**config.mk**
```make
export PLATFORM = sky130hd
export DESIGN_NAME = lcdd_decoder
export DESIGN_NICKNAME = d
export VERILOG_FILES = /design/src/shared/lcdd_pkg.sv /design/src/rtl/lcdd_decoder.sv
export SDC_FILE = /design/constraint.sdc
export NUM_CORES = 2
export LEC_CHECK = 0
export BUFFER_PORTS_ARGS = -buffer_cell sky130_fd_sc_hd__buf_2
export CAP_MARGIN = 10
export CELL_PAD_IN_SITES_DETAIL_PLACEMENT = 1
export CELL_PAD_IN_SITES_GLOBAL_PLACEMENT = 2
export CORE_ASPECT_RATIO = 2
export CORE_MARGIN = 2
export CORE_UTILIZATION = 25
export CTS_BUF_LIST = sky130_fd_sc_hd__clkbuf_4 sky130_fd_sc_hd__clkbuf_8
export DETAILED_ROUTE_END_ITERATION = 10
export PLACE_DENSITY_LB_ADDON = 0.1
export REMOVE_ABC_BUFFERS = 1
export SYNTH_ARGS = -nofsm -noshare
export SYNTH_HDL_FRONTEND = slang
export SYNTH_SLANG_ARGS = --single-unit
```
**constraint.sdc**
```tcl
create_clock -name clk_i -period 10.5 [get_ports clk_i]
set_input_delay 0.525 -clock clk_i [delete_from_list [all_inputs] [get_ports clk_i]]
set_output_delay 0.525 -clock clk_i [all_outputs]
set_load 0.02 [all_outputs]
```
**src/shared/lcdd_pkg.sv**
```systemverilog
// constants, types and timing for the character display instruction decoder
package lcdd_pkg;

    // wishbone byte offsets
    localparam logic [3:0] LCDD_ADR_INSTR = 4'h0;
    localparam logic [3:0] LCDD_ADR_DATA = 4'h4;

    // timing
    localparam int LCDD_CLK_NS = 100;
    localparam int LCDD_T_SHORT_NS = 18500;
    localparam int LCDD_T_LONG_NS = 760000;
    localparam int LCDD_T_BLINK_NS = 185000000;
    localparam int LCDD_SHORT_CYC = (LCDD_T_SHORT_NS + LCDD_CLK_NS - 1) / LCDD_CLK_NS;
    localparam int LCDD_LONG_CYC = (LCDD_T_LONG_NS + LCDD_CLK_NS - 1) / LCDD_CLK_NS;
    localparam int LCDD_BLINK_CYC = LCDD_T_BLINK_NS / LCDD_CLK_NS;

    // display ram addressing
    localparam logic [6:0] LCDD_L1_LAST = 7'h27;
    localparam logic [6:0] LCDD_L2_FIRST = 7'h40;
    localparam logic [6:0] LCDD_L2_LAST = 7'h67;
    localparam logic [6:0] LCDD_ONE_LAST = 7'h4F;
    localparam logic [5:0] LCDD_SHIFT_LAST = 6'h27;
    localparam logic [7:0] LCDD_SPACE = 8'h20;
    localparam logic [6:0] LCDD_FILL_LAST = 7'h7F;

    // reset values
    localparam logic [6:0] LCDD_AC_RST = 7'h00;
    localparam logic LCDD_INC_RST = 1'b1;
    localparam logic LCDD_SHW_RST = 1'b0;

    typedef enum logic [3:0] {
        OP_NONE,
        OP_STATUS,
        OP_DREAD,
        OP_DWRITE,
        OP_CLEAR,
        OP_HOME,
        OP_ENTRY,
        OP_ONOFF,
        OP_SHIFT,
        OP_FUNC,
        OP_GADDR,
        OP_DADDR
    } lcdd_op_t;

    typedef struct packed {
        logic disp_on;
        logic cursor_on;
        logic blink_on;
    } lcdd_onoff_t;

    typedef struct packed {
        logic bus8;
        logic two_line;
        logic font11;
    } lcdd_func_t;

    localparam lcdd_onoff_t LCDD_ONOFF_RST = '{disp_on: 1'b0, cursor_on: 1'b0, blink_on: 1'b0};
    localparam lcdd_func_t LCDD_FUNC_RST = '{bus8: 1'b1, two_line: 1'b0, font11: 1'b0};

endpackage

```
**src/rtl/lcdd_decoder.sv**
```systemverilog
// instruction decoder and execution logic of a character display controller
//
// Added by the designer: register access over Wishbone and the register offsets.
`timescale 1ns/10ps

// Contract
// - data write stores byte into addressed display or glyph ram, 18.5 us
// - data read returns byte at addressed display or glyph ram location
// - clear fills display ram with 20H and zeroes address counter, 0.76 ms
// - clear homes cursor and forces entry direction to increment
// - return home zeroes address counter and undoes display shift, 0.76 ms
// - after ram access step counter up or down per direction bit
// - glyph ram accesses step the counter like display ram accesses
// - no display shift on reads, glyph accesses, or shift-on-write low
// - shift-on-write: display write shifts left if increment, right otherwise
// - display-enable zero blanks display, ram contents kept
// - cursor-visible bit shows or hides cursor, direction bit unaffected
// - blink alternates cursor cell and full block every 185 ms
// - cursor shift moves counter minus or plus one per direction bit
// - display shift moves whole display one place, counter unchanged
// - two-line mode: past 40th place of line one continue on line two
// - all display lines shift together in one step
// - function set selects bus width, line count and font
// - glyph address set loads six bits, selects glyph ram
// - display address set loads seven bits, selects display ram
// - status read returns busy flag in bit 7, counter below, no delay
// - other instructions complete in 18.5 us
// - busy flag high throughout every internal operation
// - two-line addresses are 00H-27H and 40H-67H
module lcdd_decoder
    import lcdd_pkg::*;
#(
    parameter int LONG_CYC = LCDD_LONG_CYC,
    parameter int BLINK_CYC = LCDD_BLINK_CYC
) (
    input wire logic clk_i,
    input wire logic rst_i,
    input wire logic wb_cyc_i,
    input wire logic wb_stb_i,
    input wire logic wb_we_i,
    input wire logic [3:0] wb_adr_i,
    input wire logic [3:0] wb_sel_i,
    input wire logic [31:0] wb_dat_i,
    output logic [31:0] wb_dat_o,
    output logic wb_ack_o,
    output logic busy_flag_o,
    output lcdd_onoff_t onoff_o,
    output lcdd_func_t func_o,
    output logic blink_phase_o,
    output logic [5:0] shift_pos_o,
    output logic [6:0] addr_counter_o
);

    ////////////////////////////////////////////////////////////////////////
    // storage and state

    logic [7:0] display_ram [0:127];
    logic [7:0] glyph_ram [0:63];

    logic ack_q;
    logic [31:0] dat_q;
    logic [6:0] addr_counter_q;
    logic glyph_sel_q;
    logic inc_q;
    logic shw_q;
    lcdd_onoff_t onoff_q;
    lcdd_func_t func_q;
    logic [5:0] shift_q;
    logic [19:0] busy_cnt_q;
    logic clearing_q;
    logic [6:0] fill_q;
    logic [20:0] blink_cnt_q;
    logic blink_q;

    logic req;
    logic busy_flag;
    logic take;
    lcdd_op_t op;
    logic [7:0] byte_i;
    logic [7:0] ram_rd;
    logic [6:0] ac_next;
    logic ac_up;

    ////////////////////////////////////////////////////////////////////////
    // address counter stepping with line wrap

    function automatic logic [6:0] ac_step(input logic [6:0] a, input logic up,
                                           input logic glyph, input logic two);
        logic [6:0] r;
        r = a;
        if (glyph) begin
            r = up ? {1'b0, a[5:0] + 6'h01} : {1'b0, a[5:0] - 6'h01};
        end else if (two) begin
            if (up) begin
                if (a == LCDD_L1_LAST) begin
                    r = LCDD_L2_FIRST;
                end else if (a == LCDD_L2_LAST) begin
                    r = 7'h00;
                end else begin
                    r = a + 7'h01;
                end
            end else begin
                if (a == LCDD_L2_FIRST) begin
                    r = LCDD_L1_LAST;
                end else if (a == 7'h00) begin
                    r = LCDD_L2_LAST;
                end else begin
                    r = a - 7'h01;
                end
            end
        end else begin
            if (up) begin
                r = (a >= LCDD_ONE_LAST) ? 7'h00 : a + 7'h01;
            end else begin
                r = (a == 7'h00) ? LCDD_ONE_LAST : a - 7'h01;
            end
        end
        return r;
    endfunction

    function automatic logic [5:0] shift_step(input logic [5:0] s, input logic left);
        logic [5:0] r;
        r = s;
        if (left) begin
            r = (s == LCDD_SHIFT_LAST) ? 6'h00 : s + 6'h01;
        end else begin
            r = (s == 6'h00) ? LCDD_SHIFT_LAST : s - 6'h01;
        end
        return r;
    endfunction

    ////////////////////////////////////////////////////////////////////////
    // wishbone decode

    assign req = wb_cyc_i && wb_stb_i && !ack_q;
    assign byte_i = wb_dat_i[7:0];
    assign busy_flag = (busy_cnt_q != 20'h00000) || clearing_q;

    always_comb begin
        op = OP_NONE;
        if (req && wb_adr_i == LCDD_ADR_DATA) begin
            if (!wb_we_i) begin
                op = OP_DREAD;
            end else if (wb_sel_i[0]) begin
                op = OP_DWRITE;
            end
        end else if (req && wb_adr_i == LCDD_ADR_INSTR) begin
            if (!wb_we_i) begin
                op = OP_STATUS;
            end else if (wb_sel_i[0]) begin
                casez (byte_i)
                    8'b1???????: op = OP_DADDR;
                    8'b01??????: op = OP_GADDR;
                    8'b001?????: op = OP_FUNC;
                    8'b0001????: op = OP_SHIFT;
                    8'b00001???: op = OP_ONOFF;
                    8'b000001??: op = OP_ENTRY;
                    8'b0000001?: op = OP_HOME;
                    8'b00000001: op = OP_CLEAR;
                    default: op = OP_NONE;
                endcase
            end
        end
    end

    // instructions and data writes are dropped while busy; data reads still return a byte but do not step; status never is
    assign take = (op != OP_NONE) && (op != OP_STATUS) && !busy_flag;
    assign ram_rd = glyph_sel_q ? glyph_ram[addr_counter_q[5:0]] : display_ram[addr_counter_q];
    assign ac_up = (op == OP_SHIFT) ? byte_i[2] : inc_q;
    assign ac_next = ac_step(addr_counter_q, ac_up, glyph_sel_q, func_q.two_line);

    always_ff @(posedge clk_i) begin
        if (rst_i) begin
            ack_q <= 1'b0;
            dat_q <= 32'h0000_0000;
        end else begin
            ack_q <= req;
            if (req) begin
                if (op == OP_STATUS) begin
                    dat_q <= {24'h000000, busy_flag, addr_counter_q};
                end else if (op == OP_DREAD) begin
                    dat_q <= {24'h000000, ram_rd};
                end else begin
                    dat_q <= 32'h0000_0000;
                end
            end
        end
    end

    ////////////////////////////////////////////////////////////////////////
    // address counter and ram select

    always_ff @(posedge clk_i) begin
        if (rst_i) begin
            addr_counter_q <= LCDD_AC_RST;
            glyph_sel_q <= 1'b0;
        end else if (take) begin
            case (op)
                OP_DREAD, OP_DWRITE: addr_counter_q <= ac_next;
                OP_CLEAR, OP_HOME: begin
                    addr_counter_q <= 7'h00;
                    glyph_sel_q <= 1'b0;
                end
                OP_SHIFT: begin
                    if (!byte_i[3]) begin
                        addr_counter_q <= ac_next;
                    end
                end
                OP_GADDR: begin
                    addr_counter_q <= {1'b0, byte_i[5:0]};
                    glyph_sel_q <= 1'b1;
                end
                OP_DADDR: begin
                    addr_counter_q <= byte_i[6:0];
                    glyph_sel_q <= 1'b0;
                end
                default: addr_counter_q <= addr_counter_q;
            endcase
        end
    end

    ////////////////////////////////////////////////////////////////////////
    // mode registers

    always_ff @(posedge clk_i) begin
        if (rst_i) begin
            inc_q <= LCDD_INC_RST;
            shw_q <= LCDD_SHW_RST;
            onoff_q <= LCDD_ONOFF_RST;
            func_q <= LCDD_FUNC_RST;
        end else if (take) begin
            case (op)
                OP_CLEAR: inc_q <= 1'b1;
                OP_ENTRY: begin
                    inc_q <= byte_i[1];
                    shw_q <= byte_i[0];
                end
                OP_ONOFF: begin
                    onoff_q.disp_on <= byte_i[2];
                    onoff_q.cursor_on <= byte_i[1];
                    onoff_q.blink_on <= byte_i[0];
                end
                OP_FUNC: begin
                    func_q.bus8 <= byte_i[4];
                    func_q.two_line <= byte_i[3];
                    func_q.font11 <= byte_i[2];
                end
                default: inc_q <= inc_q;
            endcase
        end
    end

    ////////////////////////////////////////////////////////////////////////
    // display shift, one offset shared by every line

    always_ff @(posedge clk_i) begin
        if (rst_i) begin
            shift_q <= 6'h00;
        end else if (take) begin
            case (op)
                OP_CLEAR, OP_HOME: shift_q <= 6'h00;
                OP_DWRITE: begin
                    if (shw_q && !glyph_sel_q) begin
                        shift_q <= shift_step(shift_q, inc_q);
                    end
                end
                OP_SHIFT: begin
                    if (byte_i[3]) begin
                        shift_q <= shift_step(shift_q, !byte_i[2]);
                    end
                end
                default: shift_q <= shift_q;
            endcase
        end
    end

    ////////////////////////////////////////////////////////////////////////
    // execution timer

    always_ff @(posedge clk_i) begin
        if (rst_i) begin
            busy_cnt_q <= 20'h00000;
        end else if (take) begin
            if (op == OP_CLEAR || op == OP_HOME) begin
                busy_cnt_q <= 20'(LONG_CYC);
            end else begin
                busy_cnt_q <= 20'(LCDD_SHORT_CYC);
            end
        end else if (busy_cnt_q != 20'h00000) begin
            busy_cnt_q <= busy_cnt_q - 20'h00001;
        end
    end

    // fill runs one cell per cycle; busy also waits for it if the timer is short
    always_ff @(posedge clk_i) begin
        if (rst_i) begin
            clearing_q <= 1'b0;
            fill_q <= 7'h00;
        end else if (take && op == OP_CLEAR) begin
            clearing_q <= 1'b1;
            fill_q <= 7'h00;
        end else if (clearing_q) begin
            fill_q <= fill_q + 7'h01;
            if (fill_q == LCDD_FILL_LAST) begin
                clearing_q <= 1'b0;
            end
        end
    end

    ////////////////////////////////////////////////////////////////////////
    // ram writes

    always_ff @(posedge clk_i) begin
        if (clearing_q) begin
            display_ram[fill_q] <= LCDD_SPACE;
        end else if (take && op == OP_DWRITE && !glyph_sel_q) begin
            display_ram[addr_counter_q] <= byte_i;
        end
    end

    always_ff @(posedge clk_i) begin
        if (take && op == OP_DWRITE && glyph_sel_q) begin
            glyph_ram[addr_counter_q[5:0]] <= byte_i;
        end
    end

    ////////////////////////////////////////////////////////////////////////
    // blink timer, restarts whenever blink is off

    always_ff @(posedge clk_i) begin
        if (rst_i) begin
            blink_cnt_q <= 21'h000000;
            blink_q <= 1'b0;
        end else if (!onoff_q.blink_on) begin
            blink_cnt_q <= 21'h000000;
            blink_q <= 1'b0;
        end else if (blink_cnt_q == 21'(BLINK_CYC - 1)) begin
            blink_cnt_q <= 21'h000000;
            blink_q <= !blink_q;
        end else begin
            blink_cnt_q <= blink_cnt_q + 21'h000001;
        end
    end

    ////////////////////////////////////////////////////////////////////////
    // outputs

    assign wb_ack_o = ack_q;
    assign wb_dat_o = dat_q;
    assign busy_flag_o = busy_flag;
    assign onoff_o = onoff_q;
    assign func_o = func_q;
    assign blink_phase_o = blink_q;
    assign shift_pos_o = shift_q;
    assign addr_counter_o = addr_counter_q;

endmodule // lcdd_decoder

```
**Word-level counts from Yosys, hierarchy flattened**

Memory sizes are Yosys's and may differ from the RTL's. A register that Yosys moved wholly into a read port is not among the register bits.
Index checks and enable logic that the tools add are counted.

- Word-level logic and storage cells: 154
- Register bits: 105
- Output and inout bits: 54
- Input port bits: 45
- Memories kept: 2
- Memory bits (writable): 1536

- Add/subtract/negate cells: 9
- Reductions and logical operators: 41
- Equal/unequal tests: 29
- Bitwise logic cells: 1
- Order comparisons: 1
- Multiplexer cells: 53

Memories:

| memory | words | width | rd ports | clocked after Yosys merged registers in | write ports | RTL line | text |
|---|---|---|---|---|---|---|---|
| display_ram | 128 | 8 | 1 | 1 | 1 | lcdd_decoder.sv:57 | `logic [7:0] display_ram [0:127];` |
| glyph_ram | 64 | 8 | 1 | 1 | 1 | lcdd_decoder.sv:58 | `logic [7:0] glyph_ram [0:63];` |

Operator list:

| operator | number |
|---|---|
| $mux 7 | 14 |
| $mux 6 | 9 |
| $mux 20 | 2 |
| $pmux 7 s5 | 1 |
| $mux 8 | 4 |
| $pmux 4 s8 | 1 |
| $add 21x1->21 const B | 1 |
| $eq 21x21->1 const B | 1 |
| $eq 7x7->1 const B | 3 |
| $eq 4x3->1 const B | 5 |
| $reduce_bool 20->1 | 1 |
| $sub 20x1->20 const B | 1 |
| $pmux 6 s3 | 1 |
| $eq 4x4->1 const B | 4 |
| $mux 4 | 4 |
| $add 7x1->7 const B | 2 |
| $mux 13 | 1 |
| $add 6x1->6 const B | 2 |
| $mux 1 | 12 |
| $sub 6x1->6 const B | 2 |
| $logic_and 1x1->1 | 11 |
| $reduce_and 2->1 | 5 |
| $eq 4x1->1 const B | 2 |
| $eq 4x2->1 const B | 2 |
| 29 further kinds | 43 |

**Longest topological paths before layout**

- Depth in word-level cells: 16
- Mapped depth: 12
- Depth with buffers taken out: 10

**Worst setup path after synthesis**

Ideal clock, no wire load.

- Path type: reg-to-reg
- Start: register busy_cnt_q[0]
- End: memory display_ram[0][5], data pin
- Arrival time: 3495 ps
- Stages on the path, launching flop included: 9
- Clock period less this slack: 4396 ps
- Library setup time: 900 ps
- Data required time: 9600 ps
- Setup slack: 6104 ps
- Buffers on the path: 2
- Path through: dfxtp_1 -> inv_1 -> ha_1 -> or4b_1 -> buf_6 -> nand3b_1 -> nor4b_1 -> clkbuf_1 -> nand3b_1

- Word-level cells in the longest chain between the ends: 11

RTL lines:

| element | RTL line | text |
|---|---|---|
| start: declaration | lcdd_decoder.sv:69 | `logic [19:0] busy_cnt_q;` |
| start signal: assignment | lcdd_decoder.sv:285 | `busy_cnt_q <= 20'(LONG_CYC);` |
| start signal: assignment | lcdd_decoder.sv:287 | `busy_cnt_q <= 20'(LCDD_SHORT_CYC);` |
| start signal: assignment | lcdd_decoder.sv:290 | `busy_cnt_q <= busy_cnt_q - 20'h00001;` |
| $reduce_bool 20->1 | lcdd_decoder.sv:137 | `assign busy_flag = (busy_cnt_q != 20'h00000) \|\| clearing_q;` |
| $logic_or 1x1->1 | lcdd_decoder.sv:137 |  |
| $logic_not 1->1 | lcdd_decoder.sv:167 | `assign take = (op != OP_NONE) && (op != OP_STATUS) && !busy_flag;` |
| $logic_and 1x1->1 | lcdd_decoder.sv:167 |  |
| $logic_and 1x1->1 (2 in a row) | lcdd_decoder.sv:316 | `end else if (take && op == OP_DWRITE && !glyph_sel_q) begin` |
| $mux 1 | lcdd_decoder.sv:316 |  |
| $mux 1 | lcdd_decoder.sv:314 | `if (clearing_q) begin` |
| $mux 1 (not written as such) | lcdd_decoder.sv:317 | `display_ram[addr_counter_q] <= byte_i;` |
| $reduce_or 8->1 (no line) | - |  |
| $mux 8 (no line) | - |  |
| end: declaration | lcdd_decoder.sv:57 |  |

Every way passes these cells.

==> impl_metrics.env <==
export IMPL_pre_cts_ws_ns=5.47
export IMPL_die_area_sq_um=264000
export IMPL_grt_pass1_wl_mm=323
export IMPL_min_path_type="in -> reg"
export IMPL_final_max_slew_violation_count=0
export IMPL_stdcell_area_sq_um=74100
export IMPL_vias_per_cell=4.62
export IMPL_ant_nets=0
export IMPL_rows=264
export IMPL_grt_ovfl_total=0
export IMPL_crit_family="compound AO/OA/AOI/OAI gates"
export IMPL_async_flop_share_pct=0
export IMPL_netlist_area_leader_share_pct=71.2
export IMPL_initial_core_util_pct=25.1
export IMPL_pin_count=99
export IMPL_regToRegSetupSlack_ns=5.74
export IMPL_wl_per_cell_um=31.8
export IMPL_remaining_drc_errors=0
export IMPL_layout_common_cells="edfxtp_1, mux4_2, nor2_1, clkbuf_8, nand2_1"
export IMPL_fmax_mhz=210
export IMPL_cts_resized_gates=0
export IMPL_cp_cell_sequence="buf_4 -> buf_4 -> mux4_2 -> a32oi_1 -> nand3_1 -> o21ai_0 -> o21ai_0 -> a311o_1"
export IMPL_synthFlopType="edfxtp_1"
export IMPL_syn_inst=3545
export IMPL_synth_edf_count=1536
export IMPL_cts_root_buf="clkbuf_8"
export IMPL_whs_ns=0.131
export IMPL_finalSetupViolations=0
export IMPL_power_density_nw_per_um2=170
export IMPL_rsz0062_at_grt="false"
export IMPL_grt_max_degree=95
export IMPL_slowest_delay_ns=0.80
export IMPL_holdPathStages=4
export IMPL_final_common_cell="edfxtp_1"
export IMPL_fin_skew_ns=0.0760
export IMPL_fin_cells=7395
export IMPL_crit_buf_inv=2
export IMPL_crit_type="reg -> reg"
export IMPL_mappedNetlistArea_sq_um=64800
export IMPL_fin_nets=3813
export IMPL_reg2regPathDepth=8
export IMPL_crit_end="wb_dat_o[6]"
export IMPL_cts_clk_slew_worst_paths_ns=0.07
export IMPL_cp_start_kind="flop"
export IMPL_ys_seq_elements=1624
export IMPL_clock_latency_ns=1.00
export IMPL_hpwl_mm=159
export IMPL_clk_path_buf_depth=4
export IMPL_synth_top_area_cell="edfxtp_1"
export IMPL_wirelength_mm=235
export IMPL_yosys_top_cells_area="edfxtp_1, mux4_2, dfxtp_1"
export IMPL_vias=34145
export IMPL_cts_sinks=1624
export IMPL_grt_total_usage_pct=17.8
export IMPL_synth_warnings=0
export IMPL_placed_cells=6966
export IMPL_die_y_um=724
export IMPL_dpl_cell_area_sq_um=69500
export IMPL_outcome="finished clean"
export IMPL_r2r_end="wb_dat_o[6]"
export IMPL_portBuffers=47
export IMPL_antenna_found_initial=11
export IMPL_max_slew_margin_pct=12.6
export IMPL_worst_path_stages=8
export IMPL_worst_setup_path_end_kind="flop"
export IMPL_globalplace_congestion=0.779
export IMPL_period_needed_ns=4.76
export IMPL_drive_above_1_share_pct=24.8
export IMPL_critical_path_arrival_ns=5.63
export IMPL_slowest_stage="dfxtp_4"
export IMPL_fin_crit_sh_pct=45.3
export IMPL_core_sq_um=258000
export IMPL_h_tree_depth=4
export IMPL_setup_ws_ns=5.74
export IMPL_yosysSeqAreaShare_pct=73.9
export IMPL_synthDistinctLibCells=87
export IMPL_crit_fanout=25
export IMPL_power_leakage_nw=22.0
export IMPL_grt_pass1_vias=38185
export IMPL_drt_iter0_drc=2048
export IMPL_postLayoutCoreUtil_pct=28.7
export IMPL_cts_buffers=244
export IMPL_post_cts_buffers=0
export IMPL_cts_tree="built"
export IMPL_worst_pin_slew_ns=1.31
export IMPL_maxCapViolations=0
export IMPL_postSynthAreaPerCell_sq_um=18.3
export IMPL_die_x_um=364
export IMPL_ir_worst_vdd_v=0.0000967
export IMPL_worst_ep_required_time_ns=11.37
export IMPL_hold_viol_final=0
export IMPL_firstDrtPassIters=5
export IMPL_area_delta_synth_final_pct=14.4
[report_power, final]
part	internal (W)	leakage [nW]	switching, W
clock network	0.00259	2.45	0.00258
registers	0.00704	14.7	0.0000348
logic	0.000126	4.83	0.000247
total	0.00976	22.0	0.00286
[Yosys cell counts, types with 10 or more instances]
cell type	n
a211oi_1	19
a21oi_1	74
a221oi_1	11
a22o_1	13
a22oi_1	117
a31oi_1	13
a32oi_1	10
and3_1	19
buf_1	40
buf_2	44
buf_4	25
clkbuf_1	105
dfxtp_1	88
edfxtp_1	1536
inv_1	19
mux2_2	43
mux2i_1	101
mux4_2	336
nand2_1	158
nand2b_1	20
nand3_1	62
nand3b_1	11
nand4_1	29
nor2_1	305
nor2b_1	19
nor3_1	39
nor4_1	15
o21ai_0	36
o22ai_1	34
or3_1	21
xnor2_1	31
xor2_1	17
[metal layers]
layer | GRT usage [%] | vias to the layer above | routed length (um)
met5 | 0 | - | 21
met3 | 1.91 | 358 | 5860
met1 | 17.7 | 18446 | 80400
li1 | - | 14738 | -
met4 | 6.94 | 4 | 9640
met2 | 36.5 | 599 | 139000
[worst reg2reg max path, delay by kind of cell (launching register included)]
| kind | cells | cell delay [ns] |
|---|---|---|
| AOI/OAI and AO/OA | 4 | 1.89 |
| muxes | 1 | 0.68 |
| and+or+nand+nor | 1 | 0.10 |
| buffers and inverters | 2 | 1.19 |
| DFF | 1 | 0.80 |
[cell families after synthesis]
family | share of synthesized area [%]
buf+inv | 1.65
simple gates | 5.42
mux | 14.0
compound gates | 4.23
fa+ha+maj | 0.174
xor+xnor | 0.649
other cells | 0.00579
flops | 73.9
[how the worst min path moves through the flow]
stage | startpoint | to | slack, ns
global placement | blink_cnt_q[0] | blink_cnt_q[0] | 0.44
detailed placement | blink_cnt_q[0] | blink_cnt_q[0] | 0.45
finish | wb_stb_i | wb_ack_o | 0.13
global route | wb_stb_i | wb_ack_o | 0.1
floorplan | blink_cnt_q[0] | blink_cnt_q[0] | 0.42
CTS | wb_stb_i | wb_ack_o | 0.001
[state kept, by name, indices dropped and copies added (netlist names), named ones only]
signal,cells
shift_pos_o,6
blink_phase_o,1
shw_q,1
func_o,3
fill_q,7
clearing_q,1
glyph_ram,512
addr_counter_o,7
glyph_sel_q,1
display_ram,1024
onoff_o,3
wb_dat_o,8
inc_q,1
blink_cnt_q,21
busy_cnt_q,20
wb_ack_o,1
[stage by stage]
step                TNS [ns]  power, W
floorplan             -47.07   0.00741
global placement           0   0.00759
detailed placement         0   0.00760
CTS                        0    0.0129
global route               0    0.0131
finish                     0    0.0126
[final cells by class]
| class | count | area (sq um) |
|---|---|---|
| diodes | 3 | 7.51 |
| clock buffers | 347 | 4190 |
| repair buffers | 163 | 1160 |
| well taps | 3458 | 4330 |
| clock inverters | 74 | 388 |
| inverters | 22 | 82.6 |
| multi-input cells | 1704 | 16100 |
| fillers | 26750 | 184000 |
| flip-flops and latches | 1624 | 47900 |
[timing repair]
| action | CTS | global route |
|---|---|---|
| hold buffers | 5 | 0 |
| setup endpoints to repair | 0 | 0 |
| endpoints found under the hold margin | 90 | 0 |
Power figures use the tool's default switching activity.
